<file path="config.mk">
export PLATFORM = sky130hd
export DESIGN_NAME = hlsr_top
export DESIGN_NICKNAME = d
export VERILOG_FILES = /design/src/design/hlsr_pkg.sv /design/src/design/hlsr_route.sv /design/src/design/hlsr_top.sv
export SDC_FILE = /design/constraint.sdc
export NUM_CORES = 1
export LEC_CHECK = 0
export ABC_AREA = 1
export BUFFER_PORTS_ARGS = -buffer_cell sky130_fd_sc_hd__buf_2
export CAP_MARGIN = 15
export CORE_UTILIZATION = 38
export DETAILED_ROUTE_END_ITERATION = 12
export PLACE_DENSITY_LB_ADDON = 0.15
export SYNTH_ARGS = -nofsm -noshare
export SYNTH_HDL_FRONTEND = slang
export SYNTH_SLANG_ARGS = --single-unit
</file>
<file path="constraint.sdc">
create_clock -name clk -period 0.8 [get_ports clk]
set_input_delay 0.2 -clock clk [delete_from_list [all_inputs] [get_ports clk]]
set_output_delay 0.2 -clock clk [all_outputs]
set_load 0.1 [all_outputs]
</file>
<file path="src/design/hlsr_pkg.sv">
package hlsr_pkg;

	// Outgoing-data destination
	typedef enum logic [0:0] {
		HLSR_DEST_SERIAL = 1'h0,
		HLSR_DEST_USB    = 1'h1
	} hlsr_dest_t;

	// Serial port mode from {jumper_b, jumper_a}, open = 1, short = 0
	typedef enum logic [1:0] {
		HLSR_MODE_UART = 2'h0,
		HLSR_MODE_I2C  = 2'h2,
		HLSR_MODE_SPI  = 2'h3,
		HLSR_MODE_RSVD = 2'h1
	} hlsr_mode_t;

	// Link activity reported by the protocol engines, one-cycle pulses
	typedef struct packed {
		logic usb_bulk_in_ep1;
		logic usb_bulk_out_ep2;
		logic uart_rx_byte;
		logic spi_write_cmd;
		logic spi_read_cmd;
		logic spi_status_cmd;
		logic i2c_addr_match;
	} hlsr_event_t;

	// Jumper and strap levels as decoded
	typedef struct packed {
		hlsr_mode_t mode;
		logic [1:0] addr_sel;
		logic [1:0] baud_sel;
		logic       autostart;
		logic       test_mode;
	} hlsr_cfg_t;

	localparam logic [11:0] HLSR_RX_BUSY_SPACE  = 12'h03e;
	localparam logic [11:0] HLSR_RX_READY_SPACE = 12'h080;
	localparam logic [7:0]  HLSR_FILLER_BYTE    = 8'hff;
	localparam logic [6:0]  HLSR_I2C_ADDR_BASE  = 7'h50;

endpackage

</file>
<file path="src/design/hlsr_route.sv">
`timescale 1ns/1ps
`default_nettype none
// Destination selector; byte-atomic change so a byte never straddles two links
module hlsr_route (
	input  wire logic                 clk,
	input  wire logic                 rst_n,
	input  wire hlsr_pkg::hlsr_mode_t mode,
	input  wire hlsr_pkg::hlsr_event_t ev,
	input  wire logic                 byte_busy,
	output var  hlsr_pkg::hlsr_dest_t dest
);

	typedef struct packed {
		hlsr_pkg::hlsr_dest_t dest;
		hlsr_pkg::hlsr_dest_t want;
		logic                 pend;
	} hlsr_route_st_t;

	hlsr_route_st_t st_r;
	hlsr_route_st_t st_nxt;
	logic           usb_hit;
	logic           ser_hit;

	always_comb begin
		usb_hit = ev.usb_bulk_in_ep1 | ev.usb_bulk_out_ep2;
		ser_hit = 1'b0;
		unique case (mode)
			hlsr_pkg::HLSR_MODE_UART: ser_hit = ev.uart_rx_byte;
			hlsr_pkg::HLSR_MODE_SPI:  ser_hit = ev.spi_write_cmd | ev.spi_read_cmd
				| ev.spi_status_cmd;
			hlsr_pkg::HLSR_MODE_I2C:  ser_hit = ev.i2c_addr_match;
			hlsr_pkg::HLSR_MODE_RSVD: ser_hit = 1'b0;
		endcase
	end

	always_comb begin
		st_nxt = st_r;
		// Simultaneous hits: USB wins, being the later-sampled link by convention
		if (usb_hit) begin
			st_nxt.want = hlsr_pkg::HLSR_DEST_USB;
			st_nxt.pend = 1'b1;
		end else if (ser_hit) begin
			st_nxt.want = hlsr_pkg::HLSR_DEST_SERIAL;
			st_nxt.pend = 1'b1;
		end
		// Change only between bytes; remaining buffer drains on the new link
		if (st_nxt.pend && !byte_busy) begin
			st_nxt.dest = st_nxt.want;
			st_nxt.pend = 1'b0;
		end
	end

	always_ff @(posedge clk or negedge rst_n) begin
		if (!rst_n) begin
			st_r <= '{hlsr_pkg::HLSR_DEST_SERIAL, hlsr_pkg::HLSR_DEST_SERIAL, 1'b0};
		end else begin
			st_r <= st_nxt;
		end
	end

	assign dest = st_r.dest;

endmodule
`default_nettype wire

</file>
<file path="src/design/hlsr_top.sv">
`timescale 1ns/1ps
`default_nettype none
// Overview of operation
// - After power-up or reset, outgoing data goes to the serial port.
// - USB bulk IN on endpoint 1 or bulk OUT on endpoint 2 selects USB.
// - In SPI mode an SPI write/read/status command, in UART mode any UART byte, selects serial.
// - In I2C mode, own address with R/W bit selects serial.
// - Bytes left in transmit buffer go out on the newly selected link.
// - Low level on the reset input resets the device.
// - Busy, transmit data and transmit-ready float during reset and initialization.
// - Autostart: accept bytes after busy drops, defer execution until loading done.
// - Test strap low enters test mode; open means normal operation.
// - Each jumper reads high when open and low when shorted.
// - Busy at 62 free bytes or less; ready at 128 or more.
// - Transmit-ready shows whether the transmit buffer holds any byte.
// - Empty transmit buffer answers SPI or I2C reads with FFh.
module hlsr_top (
	input  wire logic                  clk,
	input  wire logic                  rst_n,
	input  wire logic                  test_strap_n,
	input  wire logic                  serial_mode_jumper_a,
	input  wire logic                  serial_mode_jumper_b,
	input  wire logic                  slave_addr_jumper_a,
	input  wire logic                  slave_addr_jumper_b,
	input  wire logic                  baud_jumper_a,
	input  wire logic                  baud_jumper_b,
	input  wire logic                  app_autostart_jumper,
	input  wire logic                  init_done,
	input  wire logic                  load_done,
	input  wire hlsr_pkg::hlsr_event_t link_ev,
	input  wire logic [11:0]           rx_free_space,
	input  wire logic                  tx_empty,
	input  wire logic [7:0]            tx_head_byte,
	input  wire logic                  tx_byte_busy,
	input  wire logic                  serial_txd_in,
	output var  hlsr_pkg::hlsr_dest_t  tx_dest,
	output var  hlsr_pkg::hlsr_cfg_t   cfg,
	output logic [6:0]                 i2c_own_addr,
	output logic [7:0]                 read_byte,
	output logic                       exec_enable,
	output logic                       rx_full_indicator_o,
	output logic                       rx_full_indicator_oe,
	output logic                       serial_txd_o,
	output logic                       serial_txd_oe,
	output logic                       tx_pending_flag_o,
	output logic                       tx_pending_flag_oe
);

	typedef struct packed {
		logic                sync1;
		logic                sync2;
		logic                cfg_vld;
		hlsr_pkg::hlsr_cfg_t cfg;
		logic                busy;
		logic                txd;
		logic                pend;
		logic [7:0]          rbyte;
		logic                exec;
		logic                drive;
	} hlsr_st_t;

	hlsr_st_t st_r;
	hlsr_st_t st_nxt;
	logic     srst_n;

	assign srst_n = st_r.sync2;

	always_comb begin
		st_nxt       = st_r;
		st_nxt.sync1 = 1'b1;
		st_nxt.sync2 = st_r.sync1;
		// Jumpers are caught once after reset release; moving them later has no effect
		if (st_r.sync2 && !st_r.cfg_vld) begin
			st_nxt.cfg_vld       = 1'b1;
			st_nxt.cfg.mode      = hlsr_pkg::hlsr_mode_t'({serial_mode_jumper_b,
				serial_mode_jumper_a});
			st_nxt.cfg.addr_sel  = {slave_addr_jumper_b, slave_addr_jumper_a};
			st_nxt.cfg.baud_sel  = {baud_jumper_b, baud_jumper_a};
			st_nxt.cfg.autostart = ~app_autostart_jumper;
			st_nxt.cfg.test_mode = ~test_strap_n;
		end
		// Hysteresis between the two thresholds
		if (rx_free_space <= hlsr_pkg::HLSR_RX_BUSY_SPACE) begin
			st_nxt.busy = 1'b1;
		end else if (rx_free_space >= hlsr_pkg::HLSR_RX_READY_SPACE) begin
			st_nxt.busy = 1'b0;
		end
		st_nxt.pend  = ~tx_empty;
		st_nxt.rbyte = tx_empty ? hlsr_pkg::HLSR_FILLER_BYTE : tx_head_byte;
		st_nxt.txd   = (tx_dest == hlsr_pkg::HLSR_DEST_SERIAL) ? serial_txd_in : 1'b1;
		st_nxt.drive = st_r.cfg_vld & init_done;
		st_nxt.exec  = st_r.cfg_vld & init_done & (~st_r.cfg.autostart | load_done);
	end

	always_ff @(posedge clk or negedge rst_n) begin
		if (!rst_n) begin
			st_r       <= '0;
			st_r.busy  <= 1'b1;
			st_r.rbyte <= hlsr_pkg::HLSR_FILLER_BYTE;
			st_r.txd   <= 1'b1;
		end else begin
			st_r <= st_nxt;
		end
	end

	hlsr_route hlsr_route_inst (
		.clk       (clk),
		.rst_n     (srst_n),
		.mode      (st_r.cfg.mode),
		.ev        (link_ev),
		.byte_busy (tx_byte_busy),
		.dest      (tx_dest)
	);

	assign cfg          = st_r.cfg;
	assign i2c_own_addr = hlsr_pkg::HLSR_I2C_ADDR_BASE | {5'h00, ~st_r.cfg.addr_sel};
	assign read_byte    = st_r.rbyte;
	assign exec_enable  = st_r.exec;

	// Released pins read high through the external pull-up, which the host sees as busy
	assign rx_full_indicator_o  = st_r.busy;
	assign rx_full_indicator_oe = st_r.drive;
	assign serial_txd_o         = st_r.txd;
	assign serial_txd_oe        = st_r.drive;
	assign tx_pending_flag_o    = st_r.pend;
	assign tx_pending_flag_oe   = st_r.drive;

endmodule
`default_nettype wire

</file>
==> flow_summary.toml <==
[route]
drc = 0
firstDrtPassIters = 4
viasPerCell = 4.15
wl_per_cell_um = 11.5
vias = 970
drt_iter0_drc = 12
routed_wl_um = 2680
drtAntennaViolNets = 0

[global_route]
antenna_found_initial = 0
grt_max_degree = 25
grt_pass1_vias = 1048
grt_pass1_wl_um = 4420
grt_overflow = 0
track_usage = 0.172

[layout]
syn2layout_area_growth_pct = 81.8
layout.cells.most_common = "buf_2"
antennaDiodeCount = 0
fin_area_um2 = 2190
final_cell_mix = "buf_2, buf_12, dfrtp_1, buf_6, nand2_1"
final_util = 0.724
drive_above_1_share = 0.763
fin_nets = 233

[pwr]
leakage_nw = 1.07
p_per_area_nw_per_um2 = 2910
irDropWorstVdd_mv = 2.44
power.total_w = 0.00637

[cts]
clk_pin_slew_ns = 0.13
cts_sinks = 27
clock_latency_ns = 0.32
cts_tree = "built"
ctsRootBufferMaster = "clkbuf_4"
htree_levels = 1
cts_buffers = 3
cts_buffer_depth = 2

[worst_setup_path]
cp_cell_sequence = "buf_12"
cp_max_fo = 2
worstReg2RegEnd = "hlsr_route_inst.dest"
cp-start-kind = "register"
path_buf_inv = 1
critical_path.endpoint_type = "output port"
r2r_setup_slack_ns = -0.39
r2r_cells = 10
cp_slowest_cell = "dfstp_4"
cpPeakStageDelay_ns = 0.65
path_delay_family = "flip-flops"
r2r-start = "cfg[6]"
arrival_ns = 1.15
cp.required_ns = 0.60
path_class = "reg -> out"

[floorplanning]
fp.dieH_um = 58.3
die_w_um = 58.3
dieArea_um2 = 3400
placementRows = 20
initial_core_util = 0.398
coreArea_um2 = 3030
io_pins = 73

[worst_hold_path]
hold_path_depth = 2
hold_start = "test_strap_n"
hp-class = "in -> reg"
whs_endpoint = "cfg[0]"

[sta]
period_minus_slack_ns = 1.35
hold_viol_final = 0
fmax_mhz = 743
hold_ws_ns = 0.0292
rsz0062_at_grt = "yes"
finalWorstSetupSlack_ns = -0.546
finalClockSkew_ns = 0.00606
drv_slew = 0
setup_viol = 40
timing.final.crit_share = 1.68

[placement]
place_area_um2 = 1980
gp_congestion = 0.681
io_buffers = 67
dpl.hpwl_um = 1900

[synth]
netlist_area_um2 = 1210
avgSynthCellArea_um2 = 10.1
ys_warn_count = 0
yosys_register_bits = 27
ys_types = 21
yosysSeqAreaShare = 0.571
synth_cells = 119

[status]
violations = "setup timing"
outcome = "finished, violations left"

[run]
cap_violations = 0
repair_timing:
action / 4_1_cts / 5_1_grt
setup endpoints to repair: 39 / 41
endpoints found under the hold margin: 24 / 0
gates resized for setup: 22 / 14
buffers inserted: 9 / 4
pin swaps: 3 / 5
hold buffers: 1 / 0
per-layer routing:
layer / vias to the layer above / GRT usage / share of wire
li1: 471 / - / -
met1: 450 / 0.198 / 0.35
met2: 45 / 0.304 / 0.56
met3: 4 / 0.0527 / 0.085
met4: 0 / 0.0612 / 0.0071
met5: - / 0 / 0
logic make-up (layout without fill, tap and decap cells):
family | Yosys count | in the layout | synth area share
other | 2 | 6 | 0.00623
buffers and inverters | 39 | 106 | 0.199
and+or+nand+nor | 40 | 40 | 0.166
muxes | 2 | 2 | 0.0187
DFF | 27 | 27 | 0.571
AOI/OAI and AO/OA | 9 | 9 | 0.0394
how the worst max path moves through the flow:
stage                         from  slack, ns                   end  cells past startpoint
2_1_floorplan               cfg[4]      -0.32                cfg[4]                      2
3_3_place_gp   rx_full_indicator_o      -0.18   rx_full_indicator_o                      1
3_5_place_dp                cfg[6]      -0.24  hlsr_route_inst.dest                      8
4_1_cts        rx_full_indicator_o      -0.56   rx_full_indicator_o                      1
5_1_grt        rx_full_indicator_o      -0.58   rx_full_indicator_o                      1
6_report       rx_full_indicator_o      -0.55   rx_full_indicator_o                      1
cell type report:
| type | count | area [um2] |
|---|---|---|
| timing repair buffer | 87 | 947 |
| fill | 229 | 835 |
| sequential | 27 | 711 |
| multi-input combinational | 57 | 387 |
| inverter | 15 | 66.3 |
| tap | 44 | 55.1 |
| clock buffer | 3 | 22.5 |
| clock inverter | 1 | 5.00 |
where the power goes:
part	total (W)	switching [W]	internal, W
combinational	0.00396	0.00242	0.00154
clock	0.000577	0.000390	0.000188
sequential	0.00183	0.000220	0.00161
cell usage after synthesis:
library cell  count  area (um2)
nand3_1           2        10.0
o21bai_1          1        7.51
nor3_1            1        5.00
nand4_1           1        6.26
buf_6             1        11.3
conb_1            2        7.51
nand2_1          12        45.0
a21oi_1           6        30.0
inv_1            12        45.0
dfrtp_1          17         425
inv_2             3        11.3
o21ai_1           2        10.0
nor2_1            8        30.0
nand2_2           4        25.0
nor2_2            2        12.5
dfstp_2          10         263
mux2_1            1        11.3
nand3_2           1        10.0
mux2_2            1        11.3
or2_2             9        56.3
buf_4            23         173
through the flow:
| step | setup TNS [ns] | cells | worst slack (ns) |
|---|---|---|---|
| final | -14.05 | 234 | -0.546 |
| after global routing | -15.83 | 234 | -0.583 |
| after CTS | -13.96 | 235 | -0.559 |
| after detailed placement | -3.69 | 221 | -0.243 |
| after global placement | -3.19 | 221 | -0.184 |
| after floorplan | -3.84 | 123 | -0.319 |
(Power assumes the default switching activity.)
